[src/core_context_defs.vh]
// Purpose: Offsets, field widths and reset values of the core context registers.
// Assumes: Twelve-bit data-memory register addresses.
// Notes:   Definitions only.
`ifndef CORE_CONTEXT_DEFS_VH
`define CORE_CONTEXT_DEFS_VH

// ---------------------------------------------------------------
// Register offsets
// ---------------------------------------------------------------
`define ADDR_PC_LOW_BYTE        12'h002
`define ADDR_PC_HIGH_LATCH      12'h00a
`define ADDR_STATUS_FLAGS_COPY  12'hfe4
`define ADDR_WORKING_REG_COPY   12'hfe5
`define ADDR_BANK_SELECT_COPY   12'hfe6
`define ADDR_PC_HIGH_LATCH_COPY 12'hfe7
`define ADDR_IND_PTR0_LOW_COPY  12'hfe8
`define ADDR_IND_PTR0_HIGH_COPY 12'hfe9
`define ADDR_IND_PTR1_LOW_COPY  12'hfea
`define ADDR_IND_PTR1_HIGH_COPY 12'hfeb
`define ADDR_STACK_INDEX        12'hfed
`define ADDR_STACK_TOP_LOW      12'hfee
`define ADDR_STACK_TOP_HIGH     12'hfef

// ---------------------------------------------------------------
// Field widths and reset values
// ---------------------------------------------------------------
`define PC_WIDTH            15
`define STATUS_COPY_WIDTH   3
`define BANK_COPY_WIDTH     5
`define LATCH_WIDTH         7
`define STACK_INDEX_WIDTH   5
`define STACK_INDEX_RESET   5'h1f
`define PC_RESET            15'h0000
`define LATCH_RESET         7'h00

`endif

[src/core_context_regs.v]
// Purpose: Program counter, hardware stack and shadow registers of an 8-bit core.
// Assumes: Register port with read data one cycle after the read strobe.
// Notes:   Shadow copies and stack entries carry no reset.
//
// Design decision made here: the plain strobed port.
`timescale 1ns/1ns
`include "core_context_defs.vh"

module core_context_regs #(
    parameter STACK_DEPTH = 16
) (
    input  wire                          clk_sys_i,
    input  wire                          rstn_i,
    input  wire                          ce_i,
    input  wire [11:0]                   reg_addr_i,
    input  wire [7:0]                    reg_wdata_i,
    input  wire                          reg_wr_i,
    input  wire                          reg_rd_i,
    output reg  [7:0]                    reg_rdata_o,
    input  wire                          pc_advance_i,
    input  wire                          pc_load_i,
    input  wire [`PC_WIDTH-1:0]          pc_load_val_i,
    input  wire                          call_i,
    input  wire                          return_i,
    output wire [`PC_WIDTH-1:0]          program_counter_o,
    output wire [`STACK_INDEX_WIDTH-1:0] stack_index_o
);

    // ---------------------------------------------------------------
    // State
    // ---------------------------------------------------------------
    reg [`PC_WIDTH-1:0]          program_counter_ff;
    reg [`PC_WIDTH-1:0]          nxt_program_counter;
    reg [`LATCH_WIDTH-1:0]       pc_high_latch_ff;
    reg [`STACK_INDEX_WIDTH-1:0] stack_index_ff;
    reg [`STACK_INDEX_WIDTH-1:0] nxt_stack_index;
    reg [`PC_WIDTH-1:0]          stack_mem [0:STACK_DEPTH-1];
    wire [`STATUS_COPY_WIDTH-1:0] status_flags_copy_ff;
    wire [7:0]                    working_reg_copy_ff;
    wire [`BANK_COPY_WIDTH-1:0]   bank_select_copy_ff;
    wire [`LATCH_WIDTH-1:0]       pc_high_latch_copy_ff;
    wire [7:0]                    indirect_ptr0_low_copy_ff;
    wire [7:0]                    indirect_ptr0_high_copy_ff;
    wire [7:0]                    indirect_ptr1_low_copy_ff;
    wire [7:0]                    indirect_ptr1_high_copy_ff;
    reg [7:0]                    nxt_rdata;

    wire [3:0]           top_sel;
    wire [3:0]           push_sel;
    wire [`PC_WIDTH-1:0] top_entry;
    wire                 wr_pc_low;
    wire                 wr_top_low;
    wire                 wr_top_high;

    assign top_sel           = stack_index_ff[3:0];
    assign push_sel          = nxt_stack_index[3:0];
    assign top_entry         = stack_mem[top_sel];
    assign wr_pc_low         = reg_wr_i && (reg_addr_i == `ADDR_PC_LOW_BYTE);
    assign wr_top_low        = reg_wr_i && (reg_addr_i == `ADDR_STACK_TOP_LOW);
    assign wr_top_high       = reg_wr_i && (reg_addr_i == `ADDR_STACK_TOP_HIGH);
    assign program_counter_o = program_counter_ff;
    assign stack_index_o     = stack_index_ff;

    // ---------------------------------------------------------------
    // Address decode for the latch and the shadow copies
    // ---------------------------------------------------------------
    wire sel_pc_latch;
    wire sel_status_copy;
    wire sel_working_copy;
    wire sel_bank_copy;
    wire sel_latch_copy;
    wire sel_ptr0_low_copy;
    wire sel_ptr0_high_copy;
    wire sel_ptr1_low_copy;
    wire sel_ptr1_high_copy;
    wire wr_pc_latch;
    wire wr_status_copy;
    wire wr_working_copy;
    wire wr_bank_copy;
    wire wr_latch_copy;
    wire wr_ptr0_low_copy;
    wire wr_ptr0_high_copy;
    wire wr_ptr1_low_copy;
    wire wr_ptr1_high_copy;

    assign sel_pc_latch       = (reg_addr_i == `ADDR_PC_HIGH_LATCH);
    assign sel_status_copy    = (reg_addr_i == `ADDR_STATUS_FLAGS_COPY);
    assign sel_working_copy   = (reg_addr_i == `ADDR_WORKING_REG_COPY);
    assign sel_bank_copy      = (reg_addr_i == `ADDR_BANK_SELECT_COPY);
    assign sel_latch_copy     = (reg_addr_i == `ADDR_PC_HIGH_LATCH_COPY);
    assign sel_ptr0_low_copy  = (reg_addr_i == `ADDR_IND_PTR0_LOW_COPY);
    assign sel_ptr0_high_copy = (reg_addr_i == `ADDR_IND_PTR0_HIGH_COPY);
    assign sel_ptr1_low_copy  = (reg_addr_i == `ADDR_IND_PTR1_LOW_COPY);
    assign sel_ptr1_high_copy = (reg_addr_i == `ADDR_IND_PTR1_HIGH_COPY);
    assign wr_pc_latch        = ce_i && reg_wr_i && sel_pc_latch;
    assign wr_status_copy     = ce_i && reg_wr_i && sel_status_copy;
    assign wr_working_copy    = ce_i && reg_wr_i && sel_working_copy;
    assign wr_bank_copy       = ce_i && reg_wr_i && sel_bank_copy;
    assign wr_latch_copy      = ce_i && reg_wr_i && sel_latch_copy;
    assign wr_ptr0_low_copy   = ce_i && reg_wr_i && sel_ptr0_low_copy;
    assign wr_ptr0_high_copy  = ce_i && reg_wr_i && sel_ptr0_high_copy;
    assign wr_ptr1_low_copy   = ce_i && reg_wr_i && sel_ptr1_low_copy;
    assign wr_ptr1_high_copy  = ce_i && reg_wr_i && sel_ptr1_high_copy;

    // ---------------------------------------------------------------
    // Next program counter and stack index
    // ---------------------------------------------------------------
    always @* begin
        nxt_program_counter = program_counter_ff;
        nxt_stack_index     = stack_index_ff;
        if (wr_pc_low) begin
            nxt_program_counter = {pc_high_latch_ff, reg_wdata_i};
        end else if (call_i) begin
            nxt_stack_index     = stack_index_ff + 5'h01;
            nxt_program_counter = pc_load_val_i;
        end else if (return_i) begin
            nxt_program_counter = top_entry;
            nxt_stack_index     = stack_index_ff - 5'h01;
        end else if (pc_load_i) begin
            nxt_program_counter = pc_load_val_i;
        end else if (pc_advance_i) begin
            nxt_program_counter = program_counter_ff + 15'h0001;
        end
        if (reg_wr_i && (reg_addr_i == `ADDR_STACK_INDEX)) begin
            nxt_stack_index = reg_wdata_i[`STACK_INDEX_WIDTH-1:0];
        end
    end

    // ---------------------------------------------------------------
    // Program counter register
    // ---------------------------------------------------------------
    always @(posedge clk_sys_i) begin
        if (!rstn_i) begin
            program_counter_ff <= `PC_RESET;
        end else if (ce_i) begin
            program_counter_ff <= nxt_program_counter;
        end
    end

    // ---------------------------------------------------------------
    // Stack index register
    // ---------------------------------------------------------------
    always @(posedge clk_sys_i) begin
        if (!rstn_i) begin
            stack_index_ff <= `STACK_INDEX_RESET;
        end else if (ce_i) begin
            stack_index_ff <= nxt_stack_index;
        end
    end

    // ---------------------------------------------------------------
    // High address latch
    // ---------------------------------------------------------------
    always @(posedge clk_sys_i) begin
        if (!rstn_i) begin
            pc_high_latch_ff <= `LATCH_RESET;
        end else if (wr_pc_latch) begin
            pc_high_latch_ff <= reg_wdata_i[`LATCH_WIDTH-1:0];
        end
    end

    // ---------------------------------------------------------------
    // Read data register
    // ---------------------------------------------------------------
    always @(posedge clk_sys_i) begin
        if (!rstn_i) begin
            reg_rdata_o <= 8'h00;
        end else if (ce_i) begin
            if (reg_rd_i) begin
                reg_rdata_o <= nxt_rdata;
            end else begin
                reg_rdata_o <= 8'h00;
            end
        end
    end

    // ---------------------------------------------------------------
    // Stack storage, no reset
    // ---------------------------------------------------------------
    always @(posedge clk_sys_i) begin
        if (ce_i) begin
            if (rstn_i && call_i && !wr_pc_low) begin
                stack_mem[push_sel] <= program_counter_ff;
            end else if (wr_top_low) begin
                stack_mem[top_sel] <= {top_entry[14:8], reg_wdata_i};
            end else if (wr_top_high) begin
                stack_mem[top_sel] <= {reg_wdata_i[6:0], top_entry[7:0]};
            end
        end
    end

    // ---------------------------------------------------------------
    // Shadow copies, untouched by reset
    // ---------------------------------------------------------------
    shadow_copy_reg #(
        .WIDTH(`STATUS_COPY_WIDTH)
    ) status_copy_u (
        .clk_sys_i (clk_sys_i),
        .wr_en_i   (wr_status_copy),
        .wdata_i   (reg_wdata_i),
        .value_o   (status_flags_copy_ff)
    );

    shadow_copy_reg #(
        .WIDTH(8)
    ) working_copy_u (
        .clk_sys_i (clk_sys_i),
        .wr_en_i   (wr_working_copy),
        .wdata_i   (reg_wdata_i),
        .value_o   (working_reg_copy_ff)
    );

    shadow_copy_reg #(
        .WIDTH(`BANK_COPY_WIDTH)
    ) bank_copy_u (
        .clk_sys_i (clk_sys_i),
        .wr_en_i   (wr_bank_copy),
        .wdata_i   (reg_wdata_i),
        .value_o   (bank_select_copy_ff)
    );

    shadow_copy_reg #(
        .WIDTH(`LATCH_WIDTH)
    ) latch_copy_u (
        .clk_sys_i (clk_sys_i),
        .wr_en_i   (wr_latch_copy),
        .wdata_i   (reg_wdata_i),
        .value_o   (pc_high_latch_copy_ff)
    );

    shadow_copy_reg #(
        .WIDTH(8)
    ) ptr0_low_copy_u (
        .clk_sys_i (clk_sys_i),
        .wr_en_i   (wr_ptr0_low_copy),
        .wdata_i   (reg_wdata_i),
        .value_o   (indirect_ptr0_low_copy_ff)
    );

    shadow_copy_reg #(
        .WIDTH(8)
    ) ptr0_high_copy_u (
        .clk_sys_i (clk_sys_i),
        .wr_en_i   (wr_ptr0_high_copy),
        .wdata_i   (reg_wdata_i),
        .value_o   (indirect_ptr0_high_copy_ff)
    );

    shadow_copy_reg #(
        .WIDTH(8)
    ) ptr1_low_copy_u (
        .clk_sys_i (clk_sys_i),
        .wr_en_i   (wr_ptr1_low_copy),
        .wdata_i   (reg_wdata_i),
        .value_o   (indirect_ptr1_low_copy_ff)
    );

    shadow_copy_reg #(
        .WIDTH(8)
    ) ptr1_high_copy_u (
        .clk_sys_i (clk_sys_i),
        .wr_en_i   (wr_ptr1_high_copy),
        .wdata_i   (reg_wdata_i),
        .value_o   (indirect_ptr1_high_copy_ff)
    );

    // ---------------------------------------------------------------
    // Read decode
    // ---------------------------------------------------------------
    always @* begin
        nxt_rdata = 8'h00;
        if (reg_addr_i == `ADDR_PC_LOW_BYTE) begin
            nxt_rdata = program_counter_ff[7:0];
        end else if (reg_addr_i == `ADDR_PC_HIGH_LATCH) begin
            nxt_rdata = {1'b0, pc_high_latch_ff};
        end else if (reg_addr_i == `ADDR_STATUS_FLAGS_COPY) begin
            nxt_rdata = {5'h00, status_flags_copy_ff};
        end else if (reg_addr_i == `ADDR_WORKING_REG_COPY) begin
            nxt_rdata = working_reg_copy_ff;
        end else if (reg_addr_i == `ADDR_BANK_SELECT_COPY) begin
            nxt_rdata = {3'h0, bank_select_copy_ff};
        end else if (reg_addr_i == `ADDR_PC_HIGH_LATCH_COPY) begin
            nxt_rdata = {1'b0, pc_high_latch_copy_ff};
        end else if (reg_addr_i == `ADDR_IND_PTR0_LOW_COPY) begin
            nxt_rdata = indirect_ptr0_low_copy_ff;
        end else if (reg_addr_i == `ADDR_IND_PTR0_HIGH_COPY) begin
            nxt_rdata = indirect_ptr0_high_copy_ff;
        end else if (reg_addr_i == `ADDR_IND_PTR1_LOW_COPY) begin
            nxt_rdata = indirect_ptr1_low_copy_ff;
        end else if (reg_addr_i == `ADDR_IND_PTR1_HIGH_COPY) begin
            nxt_rdata = indirect_ptr1_high_copy_ff;
        end else if (reg_addr_i == `ADDR_STACK_INDEX) begin
            nxt_rdata = {3'h0, stack_index_ff};
        end else if (reg_addr_i == `ADDR_STACK_TOP_LOW) begin
            nxt_rdata = top_entry[7:0];
        end else if (reg_addr_i == `ADDR_STACK_TOP_HIGH) begin
            nxt_rdata = {1'b0, top_entry[14:8]};
        end
    end

endmodule

// ---------------------------------------------------------------
// One shadow register, loaded by software and never reset
// ---------------------------------------------------------------
module shadow_copy_reg #(
    parameter WIDTH = 8
) (
    input  wire             clk_sys_i,
    input  wire             wr_en_i,
    input  wire [7:0]       wdata_i,
    output reg  [WIDTH-1:0] value_o
);

    always @(posedge clk_sys_i) begin
        if (wr_en_i) begin
            value_o <= wdata_i[WIDTH-1:0];
        end
    end

endmodule

[config.mk]
export PLATFORM = sky130hd
export DESIGN_NAME = core_context_regs
export DESIGN_NICKNAME = d
export VERILOG_FILES = /design/src/core_context_regs.v
export VERILOG_INCLUDE_DIRS = /design/src
export SDC_FILE = /design/constraint.sdc
export NUM_CORES = 1
export LEC_CHECK = 0
export ABC_CLOCK_PERIOD_IN_PS = 3900
export BUFFER_PORTS_ARGS = -buffer_cell sky130_fd_sc_hd__buf_2
export CAP_MARGIN = 5
export CORE_MARGIN = 1.5
export CORE_UTILIZATION = 25
export CTS_CLUSTER_SIZE = 28
export DETAILED_ROUTE_END_ITERATION = 12
export RECOVER_POWER = 50
export SLEW_MARGIN = 20
export SYNTH_ARGS = -nofsm -noshare
export SYNTH_HDL_FRONTEND = slang
export SYNTH_HIERARCHICAL = 1
export SYNTH_SLANG_ARGS = --single-unit
[constraint.sdc]
create_clock -name clk_sys_i -period 3.9 [get_ports clk_sys_i]
set_input_delay 0.195 -clock clk_sys_i [delete_from_list [all_inputs] [get_ports clk_sys_i]]
set_output_delay 0.195 -clock clk_sys_i [all_outputs]
set_load 0.005 [all_outputs]
; Word level (Yosys, flattened, before mapping)
; Memories as Yosys holds them, arrays and structs flattened. A register that Yosys moved wholly into a read port is not among the register bits.
; Index checks and enable logic that the tools add are counted.
[totals]
output_inout_bits = 28
regBits = 90
wordCells = 95
mem_count = 1
ram_bits = 240
[op_classes]
eq_ne = 14
addsub = 3
bitwise = 1
n_reduce_logical = 22
n_mux = 41
[memory_table]
columns = memory, words, width, read_ports, rd_ports_with_merged_regs, wr, line
row1 = stack_mem, 16, 15, 1, 1, 1, core_context_regs.v:37  ; reg [`PC_WIDTH-1:0] stack_mem [0:STACK_DEPTH-1];
[ops]
columns = operator, n
row1 = equality test 12 bit (second input constant), 11
row2 = 2-to-1 mux 15 bit, 7
row3 = 2-to-1 mux 8 bit, 13
row4 = 2-to-1 mux 5 bit, 4
row5 = logical AND 1 bit, 16
row6 = adder 15 x 1 -> 15 bit (second input constant), 1
row7 = OR reduction 15 bit, 1
row8 = 2-to-1 mux 1 bit, 13
row9 = equality test 12 x 2 -> 1 bit (second input constant), 1
row10 = equality test 12 x 4 -> 1 bit (second input constant), 1
row11 = 2-to-1 mux 4 bit, 3
row12 = 2-to-1 mux 7 bit, 1
row13 = adder 5 x 1 -> 5 bit (second input constant), 1
row14 = nonzero test 5 bit, 1
row15 = subtractor 5 x 1 -> 5 bit (second input constant), 1
row16 = AND reduction 3 bit, 1
row17 = nonzero test 3 bit, 1
row18 = != test 2 x 1 -> 1 bit (second input constant), 1
row19 = AND reduction 2 bit, 1
row20 = zero test 1 bit, 1
row21 = OR 1 bit, 1

; Depth between registers and ports, before layout
[depth]
ltp_word = 15
ltp_mapped = 9
ltp_nobuf = 8

; Modules after synthesis
; Netlist, hierarchy kept.
[by_module_without_submodules]
columns = module, cells_each, area_per_inst_um2, seq_area_each_um2, n_inst
row1 = core_context_regs, 970, 13238.9, 7987.7, 1
row2 = shadow_copy_reg (ptr0_high_copy_u ...), 8, 240.2, 240.2, 5
row3 = shadow_copy_reg (latch_copy_u), 7, 210.2, 210.2, 1
row4 = shadow_copy_reg (bank_copy_u), 5, 150.1, 150.1, 1
row5 = shadow_copy_reg (status_copy_u), 3, 90.1, 90.1, 1

; Least setup slack after synthesis
; OpenSTA, ideal clock, no wires.
[synth_timing]
kind = input-to-reg
start = input reg_addr_i[1]
end = memory stack_mem[2][0] (netlist name), enable pin
slack_ps = 843
arrival_ps = 2670
path_stages = 8
path_cell_list = buf_2 or4b_1 buf_2 o41a_1 o32ai_1 a22oi_1 or3b_4 nor2_1
[synth_via]
elab_chain_len = 10
elab_cells_between_ends = 28
[synth_lines]
columns = element, line
row1 = from (decl), core_context_regs.v:15  ; input wire [11:0] reg_addr_i,
row2 = equality test 12 bit (no line) or equality test 12 x 2 -> 1 bit (tied branches), n/a
row3 = "logical AND 1 bit, on equally long branches", "core_context_regs.v:60, core_context_regs.v:58"
row4 = 2-to-1 mux 1 bit or zero test 1 bit (tied branches), "core_context_regs.v:186, core_context_regs.v:182"
row5 = 2-to-1 mux 1 bit or logical AND 1 bit (tied branches), "core_context_regs.v:184, core_context_regs.v:182"
row6 = 2-to-1 mux 1 bit, core_context_regs.v:182  ; if (rstn_i && call_i && !wr_pc_low) begin
row7 = 2-to-1 mux 1 bit, core_context_regs.v:181  ; if (ce_i) begin
row8 = "2-to-1 mux 1 bit, on equally long branches", "core_context_regs.v:187, core_context_regs.v:185"
row9 = OR 1 bit (no line), n/a
row10 = OR reduction 15 bit (no line), n/a
row11 = 2-to-1 mux 4 bit (no line) or 2-to-1 mux 1 bit (tied branches), n/a
row12 = to (decl), core_context_regs.v:37
; Parallel ways exist; a longest one is shown, timed or not. The select of a mux whose other input is x is not followed.

; Final worst setup path
[layout_timing]
start = input reg_addr_i[3]
end = memory stack_mem[6][13] (netlist name), enable pin
; Same word-level chain as after synthesis.

==> run_results.csv <==
group,metric,value,unit
grt,grt_usage,15.3,%
power,leakagePower,5.70,nW
synth,syn_nets,1072,
grt,grt_antenna_before_repair,1,
critical_path,crit_top_cell,"clkbuf_1",
synth,synth_edf_count,295,
timing,fin_crit_sh,85.2,%
final_layout,areaGrowthSynthToFinish,18.5,%
worst_hold_path,hold-path-cell-count,3,
final_layout,layout-drive-gt1-share,21.2,%
critical_path,endpoint_kind,"flop",
synth,synth_area_leaders,"edfxtp_1 59%, mux4_2 9.4%, dfxtp_1 5.2%, mux2i_1 2.1%, nor2_1 1.9%",
die,die_area,61000,um2
timing,maxSlewHeadroom,29.4,%
timing,hold_viol_final,0,
critical_path,required,4.04,ns
cts,clkLatencyLatePin,0.54,ns
routing,drt_wl_total,47200,um
synth,avgSynthCellArea,14.5,um2
routing,drtAntennaViolNets,0,
placement,hpwlAfterDp,33100,um
critical_path,startpoint_type,"input pin",
timing,setup_tns,0,ns
synth,yosysTopAreaCell,"edfxtp_1",
cts,clk_path_buf_depth,3,
routing,via_per_inst,5.22,
synth,synthFlopType,"edfxtp_1",
power,power.internal,0.00634,W
routing,drtIter0Drc,1133,
power,clkPwrFrac,42.4,%
grt,grt-ovfl-total,0,
synth,syn_inst,1025,
timing,period_needed,3.32,ns
worst_hold_path,hold_class,"input pin to flop",
power,swShare,23.9,%
cts,cts_inserted_buffers,36,
grt,first_global_vias,9988,
timing,rsz0062_at_grt,"no",
routing,vias,10100,
routing,detail_route.wl_per_cell,24.4,um
cts,post_cts_resized,0,
synth,synth_cell_type_count,78,
timing,setup_violations,0,
worst_hold_path,min_to,"program_counter_o[9]",
cts,cts_num_sinks,334,
cts,h-tree-depth,2,
critical_path,timing.rr.end,"stack_mem[5][9]",
die,rows,89,
worst_hold_path,min-delay-start,"pc_load_val_i[9]",
synth,ys_warn_count,6,
timing,skew,0.0340,ns
synth,synth_most_common_cell,"edfxtp_1",
final_layout,finalInstanceArea,17600,um2
cts,root_buffer,"clkbuf_16",
placement,portBuffers,71,
critical_path,reg2reg_slack,0.70,ns
timing,slew_violations,0,
critical_path,ff2ff_path_depth,6,
critical_path,crit_type,"input pin to flop",
die,start_util,25.3,%
grt,grt_pass1_wl,68300,um
synth,synth.top_cell.area_share,59.5,%
critical_path,crit_path_max_incr_delay,0.69,ns
power,switchingPower,0.00199,W
critical_path,worstPathArrival,3.46,ns
synth,yosys-top-cells-count,"295 x edfxtp_1, 75 x nor2_1, 68 x nand2_1",
placement,placed_area,16500,um2
power,total_power,0.00833,W
cts,post_cts_buffers,0,
routing,drc_errors,0,
run,maxCapViolations,0,
timing,holdWs,0.0120,ns
synth,async_flop_share,0,%
die,die_h,247,um
die,io_pins,72,
cts,cts_tree,"built",
power,p_per_area,472,nW/um2
power,seqPwrFrac,48.3,%
final_layout,stdcell_count,1938,
critical_path,cp_max_fo,15,
routing,drt-pass1-iter-count,6,
cts,path_clk_slew,0.06,ns
placement,gp_congestion,0.941,
timing,max_clock_freq,301,MHz
run_status,status,"finished clean",
die,dieWidth,247,um
die,coreArea,58900,um2
timing,worst_slew_pin_slew,1.06,ns
synth,netlist_area,14900,um2
final_layout,nets,1183,
critical_path,slowest_stage,"nor2_2",
power,ir_drop,0.380,mV
grt,grt_max_degree,56,
synth,ys_ff_latch,334,
placement,dp_cells,1870,
power,comb_power_share,9.3,%
critical_path,crit_chain,"clkbuf_1 > clkbuf_1 > nand2_1 > or4_1 > o22ai_1 > a22oi_1 > or3b_1 > nor2_2",
synth,yosysSeqAreaShare,64.7,%
-- through the flow --
step / setup slack [ns] / util, %
floorplan: 0.843 / -
global route: 0.381 / 29.9
detailed placement: 0.427 / 28.0
CTS: 0.681 / 30.1
global placement: 0.452 / 28.0
finish: 0.578 / 29.9
-- worst max-delay path: cells and delay by family --
kind            cells  cell delay (ns)
compound gates      2             0.46
buf+inv             2             0.62
simple gates        4             2.15
-- per-layer routing --
metal  global-route usage (%)  share of wire, %
met3                     2.78               7.5
met4                     7.35               4.9
met2                     25.6                48
met5                        0                 0
met1                     19.0                39
-- timing repair --
action | in CTS | in global routing
hold endpoints to repair | 1 | 0
hold buffers | 1 | 0
endpoints found under the setup margin | 0 | 0
-- flip-flops by register name (all words and copies together) (netlist names), named ones only --
name and flops:
working_copy_u/value_o 8, bank_copy_u/value_o 5, reg_rdata_o 8, ptr1_high_copy_u/value_o 8, status_copy_u/value_o 3, ptr0_high_copy_u/value_o 8
ptr0_low_copy_u/value_o 8, program_counter_o 15, latch_copy_u/value_o 7, pc_high_latch_ff 7, stack_index_o 5, ptr1_low_copy_u/value_o 8
stack_mem 240
-- layout by cell type (no fill, tap or decap), types with 9 or more instances in the layout --
master,instances
mux4_2,62
buf_2,37
mux2i_1,31
xnor2_1,9
clkbuf_1,49
nor2b_1,12
o21ai_0,45
nor2_2,14
nand4_1,15
nand2_1,68
o22ai_1,17
a22oi_1,15
edfxtp_1,295
nand2b_1,9
a21oi_1,42
dfxtp_1,38
clkbuf_16,36
or3_1,13
nand3_1,12
inv_1,13
o211ai_1,16
buf_4,51
nor3_1,21
nor2_1,61
-- power groups by stage --
stage	clock network, W	logic, W	registers, W
2_1_floorplan	0	0.000447	0.00405
3_3_place_gp	0	0.000765	0.00410
3_5_place_dp	0	0.000773	0.00410
4_1_cts	0.00359	0.000776	0.00402
5_1_grt	0.00372	0.000813	0.00403
6_report	0.00353	0.000776	0.00402
-- worst max-delay path by stage --
stage | start | to | slack [ns] | cells past startpoint
floorplan | reg_addr_i[1] | stack_mem[2][0] | 0.84 | 8
global placement | reg_addr_i[10] | stack_mem[6][12] | 0.45 | 7
detailed placement | reg_addr_i[2] | stack_mem[6][9] | 0.43 | 8
CTS | flop | stack_mem[4][9] | 0.68 | 6
global route | reg_addr_i[3] | stack_mem[6][3] | 0.38 | 8
finish | reg_addr_i[3] | stack_mem[6][13] | 0.58 | 8
-- area by class of cell --
cell class                      count  area, um2
Antenna cell                        2       5.00
Clock buffer                       40        916
Clock inverter                     25        309
Fill cell                        5839      41300
Inverter                           13       48.8
Multi-Input combinational cell    613       4950
Sequential cell                   334       9640
Tap cell                          773        967
Timing Repair Buffer              138        797
-- cell families (layout without fill, tap and decap cells) --
| kind of cell | count (synthesis) | after routing | share of synthesized area [%] |
|---|---|---|---|
| buf+inv | 78 | 216 | 2.17 |
| other cells | 0 | 2 | 0 |
| fa+ha+maj | 3 | 3 | 0.252 |
| xor+xnor | 13 | 13 | 0.765 |
| flops | 334 | 334 | 64.7 |
| mux | 99 | 99 | 11.9 |
| compound gates | 232 | 232 | 11.0 |
| simple gates | 266 | 266 | 9.19 |
No activity file was read; power rests on OpenSTA's default activity.
